**src/hdl/lhcr_defs.vh**
```
// Constants for the host link control register bank.
`ifndef LHCR_DEFS_VH
`define LHCR_DEFS_VH
`define LHCR_OFS_HLC_SET      12'h050
`define LHCR_OFS_HLC_CLR      12'h054
`define LHCR_OFS_SID_BASE     12'h064
`define LHCR_OFS_PHYDOM1_LO   12'h0dc
`define LHCR_OFS_PHYDOM1_HI   12'h0f0
`define LHCR_OFS_PHYDOM2_LO   12'h100
`define LHCR_OFS_PHYDOM2_HI   12'h11c
`define LHCR_BIT_PROG_PHY     23
`define LHCR_BIT_ENH_USE      22
`define LHCR_BIT_LPS          19
`define LHCR_BIT_POSTED       18
`define LHCR_BIT_ATTACH       17
`define LHCR_BIT_SRST         16
`define LHCR_SID_LSB          11
`define LHCR_SID_W            21
`define LHCR_RST_BIT          1'b0
`define LHCR_RST_SID          21'h000000
`define LHCR_ALL_ONES         32'hffffffff
`define LHCR_SRST_CYCLES      5'h10
`endif

```
**src/hdl/lhcr_regs.v**
```verilog
// Host link control register and self-ID buffer base register bank.
//
// Behaviour
// RULE1 - Enhancement-use bit settable only while program-phy and attach bits both read 1.
// RULE2 - Software leaves enhancement settings alone while program-phy reads 0.
// RULE3 - Bits 21 and 20 of the host link control register read zero.
// RULE4 - Link-PHY communication allowed only while link power status is 1.
// RULE5 - PHY-domain access with PHY clock stopped aborts, or returns all ones if suppressed.
// RULE6 - Offsets DCh-F0h and 100h-11Ch lie in the PHY-clock domain.
// RULE7 - Software waits about 10 ms after setting link power status.
// RULE8 - Posted-write bit enables posted writes; changed only while attach bit is 0.
// RULE9 - Attach bit clears on hardware or software reset.
// RULE10 - Software sets attach bit when ready, then forces a bus reset.
// RULE11 - Attach bit 0 detaches the link: no receive, process or transmit.
// RULE12 - Writing software reset bit resets controller state, not PCI configuration.
// RULE13 - Software reset bit reads 1 during reset and clears itself after.
// RULE14 - Bits 15 to 0 of the host link control register read zero.
// RULE15 - Self-ID base holds a 2K-aligned address, bits 31-11 read/write.
// RULE16 - Self-ID base bits 10-0 ignore writes and read zero.
// RULE17 - Received self-ID quadlets are written to the buffer at the base address.
// RULE18 - Host link control sits at a set and a clear address; both read it.
// RULE19 - Ones written set or clear bits; zeros leave bits unchanged.
`timescale 1ns/1ps
`include "lhcr_defs.vh"
module lhcr_regs (
	input  wire        clk_sys,
	input  wire        reset,
	input  wire        req_valid,
	input  wire        req_write,
	input  wire [11:0] req_addr,
	input  wire [31:0] req_wdata,
	output wire        rsp_valid,
	output wire [31:0] rsp_rdata,
	output wire        rsp_target_abort,
	input  wire        suppress_target_abort,
	input  wire        phy_clock_running_pin,
	input  wire        generic_sw_may_program_phy_pin,
	input  wire        selfid_quadlet_valid,
	input  wire [8:0]  selfid_quadlet_index,
	input  wire [31:0] selfid_quadlet_data,
	output wire        selfid_wr_valid,
	output wire [31:0] selfid_wr_addr,
	output wire [31:0] selfid_wr_data,
	output wire        phy_enhancement_use,
	output wire        link_power_status,
	output wire        link_phy_comm_allow,
	output wire        posted_write_allow,
	output wire        bus_attach_enable,
	output wire        bus_attached,
	output wire        software_reset_trigger
);

	////////////////////////////////////////////////////////////////////////////////

	function in_phy_domain;
		input [11:0] a;
		begin
			in_phy_domain = ((a >= `LHCR_OFS_PHYDOM1_LO) && (a <= `LHCR_OFS_PHYDOM1_HI)) ||
			                ((a >= `LHCR_OFS_PHYDOM2_LO) && (a <= `LHCR_OFS_PHYDOM2_HI));
		end
	endfunction

	wire phy_clk_run;
	wire prog_phy;
	wire srst_busy;

	reg                    enh_q;
	reg                    lps_q;
	reg                    posted_q;
	reg                    attach_q;
	reg [`LHCR_SID_W-1:0]  sid_base_q;
	reg                    rsp_valid_q;
	reg [31:0]             rsp_rdata_q;
	reg                    rsp_abort_q;
	reg                    sid_valid_q;
	reg [31:0]             sid_addr_q;
	reg [31:0]             sid_data_q;
	reg [31:0]             hlc_rd;
	reg [31:0]             rd_d;
	reg                    abort_d;

	lhcr_sync2 u_sync_phyclk (
		.clk_sys (clk_sys),
		.reset   (reset),
		.din     (phy_clock_running_pin),
		.dout    (phy_clk_run)
	);

	lhcr_sync2 u_sync_prog (
		.clk_sys (clk_sys),
		.reset   (reset),
		.din     (generic_sw_may_program_phy_pin),
		.dout    (prog_phy)
	);

	wire wr_set = req_valid && req_write && (req_addr == `LHCR_OFS_HLC_SET);
	wire wr_clr = req_valid && req_write && (req_addr == `LHCR_OFS_HLC_CLR);
	wire wr_sid = req_valid && req_write && (req_addr == `LHCR_OFS_SID_BASE);

	// A software reset is started only from the set address.
	lhcr_srst u_srst (
		.clk_sys (clk_sys),
		.reset   (reset),
		.start   (wr_set && req_wdata[`LHCR_BIT_SRST]),
		.busy    (srst_busy)
	);

	////////////////////////////////////////////////////////////////////////////////

	// Software reset is a synchronous clear so that PCI configuration inputs stay untouched.
	always @(posedge clk_sys or posedge reset) begin
		if (reset) begin
			enh_q      <= `LHCR_RST_BIT;
			lps_q      <= `LHCR_RST_BIT;
			posted_q   <= `LHCR_RST_BIT;
			attach_q   <= `LHCR_RST_BIT; // RULE9
			sid_base_q <= `LHCR_RST_SID;
		end else if (srst_busy) begin
			enh_q      <= `LHCR_RST_BIT; // RULE12
			lps_q      <= `LHCR_RST_BIT; // RULE12
			posted_q   <= `LHCR_RST_BIT; // RULE12
			attach_q   <= `LHCR_RST_BIT; // RULE9
			sid_base_q <= `LHCR_RST_SID; // RULE12
		end else begin
			if (wr_set && req_wdata[`LHCR_BIT_ENH_USE] && prog_phy && attach_q) begin
				enh_q <= 1'b1; // RULE1
			end else if (wr_clr && req_wdata[`LHCR_BIT_ENH_USE]) begin
				enh_q <= 1'b0; // RULE19
			end
			if (wr_set && req_wdata[`LHCR_BIT_LPS]) begin
				lps_q <= 1'b1; // RULE19
			end else if (wr_clr && req_wdata[`LHCR_BIT_LPS]) begin
				lps_q <= 1'b0; // RULE19
			end
			// Changing posted writes under live traffic could reorder them, so it is locked.
			if (!attach_q && wr_set && req_wdata[`LHCR_BIT_POSTED]) begin
				posted_q <= 1'b1; // RULE8
			end else if (!attach_q && wr_clr && req_wdata[`LHCR_BIT_POSTED]) begin
				posted_q <= 1'b0; // RULE8
			end
			if (wr_set && req_wdata[`LHCR_BIT_ATTACH]) begin
				attach_q <= 1'b1; // RULE19
			end else if (wr_clr && req_wdata[`LHCR_BIT_ATTACH]) begin
				attach_q <= 1'b0; // RULE19
			end
			if (wr_sid) begin
				sid_base_q <= req_wdata[31:`LHCR_SID_LSB]; // RULE15
			end
		end
	end

	////////////////////////////////////////////////////////////////////////////////

	always @* begin
		hlc_rd                       = 32'h00000000; // RULE3 RULE14
		hlc_rd[`LHCR_BIT_PROG_PHY]   = prog_phy;
		hlc_rd[`LHCR_BIT_ENH_USE]    = enh_q;
		hlc_rd[`LHCR_BIT_LPS]        = lps_q;
		hlc_rd[`LHCR_BIT_POSTED]     = posted_q;
		hlc_rd[`LHCR_BIT_ATTACH]     = attach_q;
		hlc_rd[`LHCR_BIT_SRST]       = srst_busy; // RULE13
		rd_d    = 32'h00000000;
		abort_d = 1'b0;
		if (in_phy_domain(req_addr) && !phy_clk_run) begin
			if (suppress_target_abort) begin
				rd_d = `LHCR_ALL_ONES; // RULE5 RULE6
			end else begin
				abort_d = 1'b1; // RULE5 RULE6
			end
		end else begin
			case (req_addr)
				`LHCR_OFS_HLC_SET: rd_d = hlc_rd; // RULE18
				`LHCR_OFS_HLC_CLR: rd_d = hlc_rd; // RULE18
				`LHCR_OFS_SID_BASE: rd_d = {sid_base_q, 11'h000}; // RULE16
				default: rd_d = 32'h00000000;
			endcase
		end
	end

	always @(posedge clk_sys or posedge reset) begin
		if (reset) begin
			rsp_valid_q <= 1'b0;
			rsp_rdata_q <= 32'h00000000;
			rsp_abort_q <= 1'b0;
		end else begin
			rsp_valid_q <= req_valid;
			rsp_rdata_q <= (req_valid && !req_write) ? rd_d : 32'h00000000;
			rsp_abort_q <= req_valid && abort_d;
		end
	end

	////////////////////////////////////////////////////////////////////////////////

	// Self-ID quadlets are dropped while detached or resetting.
	always @(posedge clk_sys or posedge reset) begin
		if (reset) begin
			sid_valid_q <= 1'b0;
			sid_addr_q  <= 32'h00000000;
			sid_data_q  <= 32'h00000000;
		end else begin
			sid_valid_q <= selfid_quadlet_valid && attach_q && !srst_busy; // RULE11 RULE17
			sid_addr_q  <= {sid_base_q, selfid_quadlet_index, 2'b00}; // RULE17
			sid_data_q  <= selfid_quadlet_data;
		end
	end

	assign rsp_valid              = rsp_valid_q;
	assign rsp_rdata              = rsp_rdata_q;
	assign rsp_target_abort       = rsp_abort_q;
	assign selfid_wr_valid        = sid_valid_q;
	assign selfid_wr_addr         = sid_addr_q;
	assign selfid_wr_data         = sid_data_q;
	assign phy_enhancement_use    = enh_q;
	assign link_power_status      = lps_q;
	assign link_phy_comm_allow    = lps_q; // RULE4
	assign posted_write_allow     = posted_q;
	assign bus_attach_enable      = attach_q;
	assign bus_attached           = attach_q && !srst_busy; // RULE11
	assign software_reset_trigger = srst_busy;

endmodule // lhcr_regs

```
**src/hdl/lhcr_sync2.v**
```verilog
// Two flip-flop synchroniser for a level arriving from a pin.
`timescale 1ns/1ps
module lhcr_sync2 (
	input  wire clk_sys,
	input  wire reset,
	input  wire din,
	output wire dout
);
	reg meta_q;
	reg sync_q;
	always @(posedge clk_sys or posedge reset) begin
		if (reset) begin
			meta_q <= 1'b0;
			sync_q <= 1'b0;
		end else begin
			meta_q <= din;
			sync_q <= meta_q;
		end
	end
	assign dout = sync_q;
endmodule // lhcr_sync2

```
**src/hdl/lhcr_srst.v**
```verilog
// Software reset sequencer: holds busy for a fixed number of cycles.
`timescale 1ns/1ps
`include "lhcr_defs.vh"
module lhcr_srst (
	input  wire clk_sys,
	input  wire reset,
	input  wire start,
	output wire busy
);
	reg [4:0] cnt_q;
	reg       busy_q;
	always @(posedge clk_sys or posedge reset) begin
		if (reset) begin
			busy_q <= 1'b0;
			cnt_q  <= 5'h00;
		end else if (start && !busy_q) begin
			busy_q <= 1'b1; // RULE13
			cnt_q  <= `LHCR_SRST_CYCLES - 5'h01;
		end else if (busy_q) begin
			if (cnt_q == 5'h00) begin
				busy_q <= 1'b0; // RULE13
			end else begin
				cnt_q <= cnt_q - 5'h01;
			end
		end
	end
	assign busy = busy_q;
endmodule // lhcr_srst

```
**config.mk**
```make
export PLATFORM = sky130hd
export DESIGN_NAME = lhcr_regs
export DESIGN_NICKNAME = d
export VERILOG_FILES = /design/src/hdl/lhcr_regs.v /design/src/hdl/lhcr_sync2.v /design/src/hdl/lhcr_srst.v
export VERILOG_INCLUDE_DIRS = /design/src /design/src/hdl
export SDC_FILE = /design/constraint.sdc
export NUM_CORES = 1
export LEC_CHECK = 0
export ABC_AREA = 0
export BUFFER_PORTS_ARGS = -buffer_cell sky130_fd_sc_hd__buf_4
export CORE_ASPECT_RATIO = 2
export CORE_UTILIZATION = 49
export DETAILED_ROUTE_END_ITERATION = 8
export PLACE_DENSITY = 0.86
export SLEW_MARGIN = 20
export SYNTH_ARGS = -nofsm -noshare
export SYNTH_HDL_FRONTEND = slang
export SYNTH_SLANG_ARGS = --single-unit
```
**constraint.sdc**
```tcl
create_clock -name clk_sys -period 7.06 [get_ports clk_sys]
set_clock_uncertainty 0.2 [all_clocks]
set_input_delay 1.059 -clock clk_sys [delete_from_list [all_inputs] [get_ports clk_sys]]
set_output_delay 1.059 -clock clk_sys [all_outputs]
set_load 0.01 [all_outputs]
```
==> flow_summary.ini, run 1 <==
[run_status]
outcome = finished, final reports clean

[clock_network]
post_cts_buffers = 0
path_clk_slew_ns = 0.05
cts_tree = built
ctsHoldBuffers = 0
post_cts_resized = 0
cts_made_buffers = 17
cts_max_path_buffers = 2
htree_levels = 4
cts.sinks = 122
root_buffer = clkbuf_16
clock_latency_ns = 0.41

[synthesis]
synth_edf_count = 0
ys_ff_latch = 122
synth.most_common_cell = dfrtp_1
seq_area_frac_synth_pct = 73.10
syn_area_per_cell_um2 = 14.30
synthTopCellsByArea = dfrtp_1 73%, mux2i_1 5.0%, nand2_1 2.8%
synth-async-reset-ratio_pct = 100.0
ys_types = 43
synth_cells = 292
synth-main-ff-cell = dfrtp_1
yosys_warnings = 0
synth_common_cells = 122 x dfrtp_1, 31 x nand2_1, 25 x nor2_1
synth_top_cell_by_area = dfrtp_1
syn-cell-area_um2 = 4177
synth_top_area_share_pct = 73.10

[timing]
slew-limit-headroom_pct = 48.88
hold_violations = 0
hold_slack_ns = 0.1515
min_period_ns = 2.955
tightest_slew_ns = 0.7667
finalMaxSlewViolations = 0
finalSetupViolations = 0
rsz0062_at_grt = false
setup_tns_ns = 0
fin_crit_sh_pct = 41.85
layout_setup_ws_ns = 4.105
fmax_mhz = 338.4

[placement]
hpwl_mm = 7.340
finalWeightedCongestion = 0.7660
dp_slack_ns = 3.689
io_buffer_count = 185
placed_cells = 557

[critical_path]
critPathRequiredTime_ns = 7.15
crit_fanout = 16
crit_type = primary input to flip-flop
slowest_stage = or4_1
cp_data_arrival_time_ns = 3.04
cpPeakStageDelay_ns = 0.70
crit_chain = buf_4 > or4_1 > or4_1 > buf_4 > mux2i_1 > nor2_1
end_kind = flip-flop
start_kind = primary input

[power_and_ir_drop]
peakVddDrop_uv = 237.6
p_sw_share_pct = 20.39
p_sw_uw = 358.6
pwr-share-comb_pct = 5.0
power_frac_clock_pct = 54.2
pwr-share-seq_pct = 40.8
p_int_uw = 1400
leakagePower_uw = 0.003466
power_density_nw_per_um2 = 282.9

[global_route]
grt_max_degree = 65
track_usage_pct = 27.32
grt_pass1_wl_mm = 17.21
antenna_found_initial = 0
grt-ovfl-total = 0
grt_pass1_vias = 3310

[die]
core-area_um2 = 8292
die_height_um = 132.6
rows = 47
die_w_um = 67.28
ios = 199
die_area_um2 = 8919
start_util_pct = 50.37

[cells_and_area]
antenna_cells = 0
area.growth.synth_to_final_pct = 48.86
final_layout_size_suffix_gt1_share_pct = 49.08
nets = 573
post-route-util_pct = 74.98
fin_cells = 589
n_fill_cell = 458

[worst_hold_path]
hp-class = flip-flop to flip-flop

[route]
drtIter0Drc = 156
antenna_left = 0
routedWlPerCell_um = 18.95
drt-total-wl_mm = 11.16
num_vias = 3084
drc_errors = 0
viasPerCell = 5.236
dr.pass1.iters = 5

[job]
cap_violations = 0
power groups by stage:
stage	registers (uW)	clock network [uW]	logic, uW
detailed placement	730	0	86.7
floorplan	737	0	17.5
global route	719	1000	94.2
global placement	729	0	84.3
finish	718	953	87.1
CTS	718	966	88.1
worst max-delay path, delay by kind of cell:
| kind | cells | cell delay [ns] |
|---|---|---|
| AND/OR/NAND/NOR | 3 | 1.32 |
| buffers and inverters | 2 | 0.44 |
| multiplexers | 1 | 0.22 |
registers in the layout, summed over array words and instances (netlist names), 5 cells and up:
name and flops:
selfid_wr_data 32, selfid_wr_addr 30, sid_base_q 21, u_srst.cnt_q 5, rsp_rdata 22
cells in the final DEF, fill, tap and decap left out, drive strengths merged, types with 2 or more instances in the layout:
| cell type | instances |
|---|---|
| buf | 189 |
| dfrtp | 122 |
| nand2 | 37 |
| nor2 | 25 |
| mux2i | 21 |
| clkbuf | 19 |
| a22oi | 6 |
| o21ai | 6 |
| inv | 6 |
| bufinv | 5 |
| or4 | 4 |
| nor2b | 4 |
| nand3 | 4 |
| or4b | 4 |
| mux2 | 3 |
| clkinv | 3 |
| clkinvlp | 3 |
| nand4 | 2 |
| xnor2 | 2 |
| xor2 | 2 |
| nor3 | 2 |
| a31oi | 2 |
| and2 | 2 |
| ha | 2 |
| conb | 2 |
area by class of cell:
type	instances	area, um^2	area share (%)
inverter	4	17.52	0.2817
clock inverter	13	216.5	3.482
tap	98	122.6	1.972
clock buffer	19	442.9	7.124
sequential	122	3053	49.10
timing repair buffer	189	1419	22.82
multi-input combinational	144	945.9	15.21
final timing paths:
| kind | start | endpoint | slack (ns) | depth (start not counted) |
|---|---|---|---|---|
| min reg2reg | u_sync_prog.meta_q | u_sync_prog.dout | 0.15 | 0 |
| max reg2reg | u_srst.cnt_q[0] | u_srst.cnt_q[0] | 5.00 | 6 |
| min in group asynchronous | reset | selfid_wr_data[0] | 0.58 | 2 |
| max | req_addr[3] | sid_base_q[5] | 4.11 | 6 |
| min | u_sync_prog.meta_q | u_sync_prog.dout | 0.15 | 0 |
| max in group asynchronous | reset | rsp_rdata[24] | 4.83 | 3 |
through the flow:
stage          instance area [um^2]  total power [uW]
5_1_grt                        6217              1818
6_report                       6217              1759
4_1_cts                        6217              1772
3_3_place_gp                   5558             813.7
3_5_place_dp                   5558             817.0
2_1_floorplan                  4180             754.2
cells by family (layout without fill, tap and decap cells):
family                     after synthesis  in the layout  synth area share, %
AOI/OAI and AO/OA                       19             19                3.535
buffers and inverters                   27            225                4.343
adders and majority gates                2              2               0.5991
other                                    1              2              0.08979
muxes                                   24             24                5.842
DFF                                    122            122                73.10
xor gates and xnor gates                 4              4               0.8390
and+or+nand+nor                         93             93                11.65
layer usage:
layer,vias up,GRT usage [%],part of all wire [%]
met3,42,8.276,6.2
met1,1559,26.41,32
li1,1335,-,-
met2,148,47.28,56
met4,0,17.97,5.2
met5,-,0,0
Power figures use the tool's default switching activity.
==> inputs of run 2 (changes only) <==
CORE_UTILIZATION = 41   (was 49)
PLACE_DENSITY = 0.77   (was 0.86)
clock period = 2.7 ns   (was 7.06 ns; I/O delays follow)
==> run 2 against run 1 <==
Effect of this change:
- first-iteration DRC count decreased by 40%
- flip-flop and latch count unchanged
- cell count increased by 14%
- clock power is 130% higher
- combinational power grew to 3.3 times the previous value
- wire length increased by 1.4%
==> flow_summary.ini, run 2 (same netlist as run 1, synthesis figures left out) <==
[run_status]
outcome = finished, final reports clean

[die]
rows = 51
die_w_um = 73.37
start_util_pct = 42.50
core-area_um2 = 9827
die_height_um = 144.7
die_area_um2 = 10620
ios = 199

[route]
highest_layer = met4
drt-total-wl_mm = 11.32
num_vias = 3125
wl_met1_mm = 3.890
wl_met2_mm = 6.616
routedWlPerCell_um = 16.85
antenna_left = 0
viasPerCell = 4.650
wl_met3_um = 505
dr.pass1.iters = 4
drc_errors = 0
drtIter0Drc = 93

[job]
cap_violations = 0

[clock_network]
cts_made_buffers = 17
path_clk_slew_ns = 0.05
post_cts_resized = 0
cts_tree = built
clock_latency_ns = 0.40
cts.sinks = 122
cts_max_path_buffers = 2
post_cts_buffers = 0
htree_levels = 4
root_buffer = clkbuf_16

[power_and_ir_drop]
power_density_nw_per_um2 = 649.8
leakagePower_uw = 0.003670
peakVddDrop_uv = 448.4

[critical_path]
critPathRequiredTime_ns = 2.81
end_kind = flip-flop
worstReg2RegStart = u_srst.cnt_q[0]
startpoint = req_valid
cp_data_arrival_time_ns = 2.73
crit_fanout = 22
start_kind = primary input
crit_type = primary input to flip-flop

[cells_and_area]
layout_common_cells = 189 x buf_4, 122 x dfrtp_1, 46 x dlygate4sd3_1
largest_reg_flops = 32
post-route-util_pct = 68.40
antenna_cells = 0
layout_commonest_cell = buf_4
n_fill_cell = 703
nets = 622
stdcell_area_um2 = 6721
area.growth.synth_to_final_pct = 60.93
final_layout_size_suffix_gt1_share_pct = 45.19

[global_route]
grt-ovfl-total = 0
grt_pass1_wl_mm = 17.19
grt_pass1_vias = 3415
grt_max_degree = 69
track_usage_pct = 22.37
antenna_found_initial = 0

[placement]
io_buffer_count = 185
finalWeightedCongestion = 0.7528
hpwl_mm = 7.291
placed_area_um2 = 5670

[timing]
hold_slack_ns = 0.02057
finalSetupViolations = 0
fmax_mhz = 382.0
setup_tns_ns = 0
hold_violations = 0
rsz0062_at_grt = false
min_period_ns = 2.618
tightest_slew_ns = 0.6601
slew-limit-headroom_pct = 55.99
fin_crit_sh_pct = 96.96
finalMaxSlewViolations = 0

[worst_hold_path]
hp-class = primary input to flip-flop
min_from = selfid_quadlet_valid
-- run 2: cell types whose count changed in the layout (fill, tap and decap cells not counted), moves of 2 or more --
cell / change
buf_12: +3
bufinv_16: -3
clkbuf_8: +2
clkinv_2: +4
dlygate4sd3_1: +46
inv_6: -2
-- run 2: path summary, 6_finish.rpt --
path | end | slack, ns | cells past startpoint
worst min-delay path | selfid_wr_valid | 0.02 | 2
worst max-delay path | rsp_rdata[16] | 0.08 | 6
worst max register to register | u_srst.cnt_q[0] | 0.66 | 6
max in group asynchronous | sid_base_q[3] | 1.50 | 4
min in group asynchronous | rsp_rdata[20] | 0.50 | 4
worst min register to register | u_sync_prog.dout | 0.15 | 0
-- run 2: worst max-delay path, cell delays in order --
cell and delay [ns]:
dlygate4sd3_1 0.53, buf_4 0.11, or4b_4 0.49, a311o_1 0.36, or4b_4 0.68, o21ai_0 0.14
-- run 2: layout make-up --
type	count	area, um^2	share of cell area (%)
Clock buffer	21	470.5	6.999
Clock inverter	11	120.1	1.787
Inverter	4	18.77	0.2792
Multi-Input combinational cell	144	954.7	14.20
Sequential cell	122	3053	45.42
Tap cell	132	165.2	2.457
Timing Repair Buffer	238	1939	28.85
-- run 2: where the power goes --
part	internal (uW)	total (uW)	leakage, uW	switching, uW
combinational	173	290	0.00179	117
clock	1430	2200	0.000285	771
sequential	1870	1880	0.00160	12.8
-- run 2: routing by layer --
| metal | vias up | track usage [%] |
|---|---|---|
| met3 | 20 | 6.025 |
| li1 | 1435 | - |
| met4 | 0 | 10.63 |
| met5 | - | 0 |
| met1 | 1557 | 22.33 |
| met2 | 113 | 41.62 |
-- run 2: what timing repair did --
action,4_1_cts,5_1_grt
hold buffers,46,0
endpoints found under the hold margin,167,0
endpoints found under the setup margin,0,0
-- run 2: metrics by stage --
step                      total power (uW)  std cells  worst slack (ns)
after floorplan                       1973        293            0.4303
after global placement                2139        594            0.1398
after detailed placement              2145        594            0.1324
after CTS                             4396        672           0.09604
after global routing                  4530        672          0.002327
final                                 4368        672           0.08196
==> inputs of run 3 (changes only) <==
BUFFER_PORTS_ARGS = unset   (was -buffer_cell sky130_fd_sc_hd__buf_4)
CORE_UTILIZATION = 55   (was 41)
DONT_BUFFER_PORTS = 1   (was unset)
PLACE_DENSITY = 0.75   (was 0.77)
==> run 3 against run 2 <==
Effect of this change:
- worst hold slack improved by 0.0016 ns
- setup slack better by 0.51 ns
- sequential share of layout area is 10 points higher
- final area fell by 18%
- non-clock buffer count is 160 lower
- wire length shrank 15%
- critical path depth is 5 lower
- utilization rose by 6.6 points
- flip-flop and latch count unchanged
==> flow_summary.ini, run 3 (same netlist as run 1, synthesis figures left out) <==
[run_status]
outcome = finished, final reports clean

[cells_and_area]
layout_common_cells = 122 x dfrtp_1, 69 x dlygate4sd3_1, 31 x nand2_1
area.growth.synth_to_final_pct = 31.55
regArea_um2 = 3053
nets = 462
multiInputGateArea_um2 = 945.9
n_fill_cell = 424
antenna_cells = 0
final_layout_size_suffix_gt1_share_pct = 16.32
largest_reg_flops = 32
layout_commonest_cell = dfrtp_1

[critical_path]
cp_data_arrival_time_ns = 1.51
start_kind = flip-flop
endpoint = bus_attached
worstReg2RegStart = u_srst.cnt_q[0]
crit_fanout = 22
timing.rr.end = u_srst.cnt_q[0]
slowest_stage = dfrtp_1
critPathRequiredTime_ns = 2.10
r2r_cells = 6
crit_chain = nor2b_1
cp.buffers_inverters = 0
startpoint = u_srst.busy
crit_type = flip-flop to output port
cp.depth = 1
reg2reg_slack_ns = 0.68
cpPeakStageDelay_ns = 0.88
critPathTopFamily = flip-flops
end_kind = output port

[timing]
rsz0062_at_grt = false
finalMaxSlewViolations = 0
min_period_ns = 2.113
setup_tns_ns = 0
fmax_mhz = 473.4
hold_violations = 0
tightest_slew_ns = 0.8227
fin_crit_sh_pct = 78.24
slew-limit-headroom_pct = 45.16
finalSetupViolations = 0

[placement]
hpwl_mm = 6.018
finalWeightedCongestion = 0.7762
io_buffer_count = 0

[die]
die_area_um2 = 7967
core-area_um2 = 7322
die_height_um = 125.2
die_w_um = 63.62
ios = 199
rows = 44
start_util_pct = 57.04

[power_and_ir_drop]
power_frac_clock_pct = 52.1
p_sw_uw = 936.8
p_int_uw = 3324
pwr-share-comb_pct = 3.4
power_density_nw_per_um2 = 775.6
p_sw_share_pct = 21.99
p_total_uw = 4261
peakVddDrop_uv = 598.4
pwr-share-seq_pct = 44.6
leakagePower_uw = 0.002823

[clock_network]
cts.sinks = 122
cts_made_buffers = 17
clock_latency_ns = 0.40
post_cts_buffers = 0
cts_tree = built
htree_levels = 4
cts_max_path_buffers = 2
path_clk_slew_ns = 0.06
root_buffer = clkbuf_16

[worst_hold_path]
hp-class = primary input to flip-flop
min_from = req_wdata[22]

[route]
viasPerCell = 5.468
drt-total-wl_mm = 9.663
antenna_left = 0
routedWlPerCell_um = 20.47
drc_errors = 0
num_vias = 2581
dr.pass1.iters = 5
drtIter0Drc = 154

[global_route]
antenna_found_initial = 0
grt-ovfl-total = 0
grt_max_degree = 67
grt_pass1_vias = 2763
grt_pass1_wl_mm = 15.19
track_usage_pct = 26.52

[job]
cap_violations = 0
-- run 3: cell count changes in the layout (fill, tap and decap cells not counted) --
cell	change
inv_6	+5
nor4_2	+1
clkbuf_1	-1
buf_12	-2
dlygate4sd3_1	+23
clkinv_2	-2
nor4_4	-1
buf_4	-181
inv_8	+1
clkbuf_8	-3
-- run 3: how the worst min path moves through the flow --
stage                                      to  slack (ns)  cells after the start
after floorplan            u_sync_phyclk.dout        0.13                      0
after global placement       u_sync_prog.dout        0.13                      0
after detailed placement     u_sync_prog.dout        0.13                      0
after CTS                 phy_enhancement_use       0.005                      2
after global routing      phy_enhancement_use       0.004                      2
final                     phy_enhancement_use        0.02                      2
-- run 3: final cells by class --
cell class | instances | share of cell area [%]
multi-input combinational | 144 | 17.22
sequential | 122 | 55.57
clock buffer | 17 | 7.743
tap | 92 | 2.095
timing repair buffer | 78 | 14.03
clock inverter | 15 | 3.006
inverter | 4 | 0.3416
-- run 3: power by group through the flow --
stage	logic (uW)	clock network (uW)	registers, uW
final	143	2220	1900
after global routing	159	2360	1900
after CTS	145	2250	1900
after detailed placement	60.9	0	1930
after global placement	58.7	0	1930
after floorplan	46.2	0	1930
-- run 3: metal layers --
metal	vias to the layer above	GRT usage [%]	wire [um]	share of wire [%]
li1	1121	-	-	-
met1	1291	28.00	3361	35
met2	145	46.31	5446	56
met3	24	8.303	522	5.4
met4	0	13.24	333	3.4
met5	-	0	0	0
-- run 3: repair_timing --
| action | CTS | global route |
|---|---|---|
| gates resized for setup | 0 | 0 |
| endpoints found under the setup margin | 0 | 0 |
| endpoints found under the hold margin | 93 | 0 |
| hold buffers | 69 | 0 |
-- run 3: per-stage QoR --
step | instance area, um^2 | utilization [%] | hold slack [ns] | std cells | setup slack [ns]
floorplan | 4184 | - | 0.1312 | 293 | 0.4303
global placement | 4213 | 57.54 | 0.1321 | 371 | 0.2826
detailed placement | 4213 | 57.54 | 0.1347 | 371 | 0.2312
CTS | 5494 | 75.03 | 0.004553 | 472 | 0.5746
global route | 5494 | 75.03 | 0.004096 | 472 | 0.5103
finish | 5494 | 75.03 | 0.02217 | 472 | 0.5874
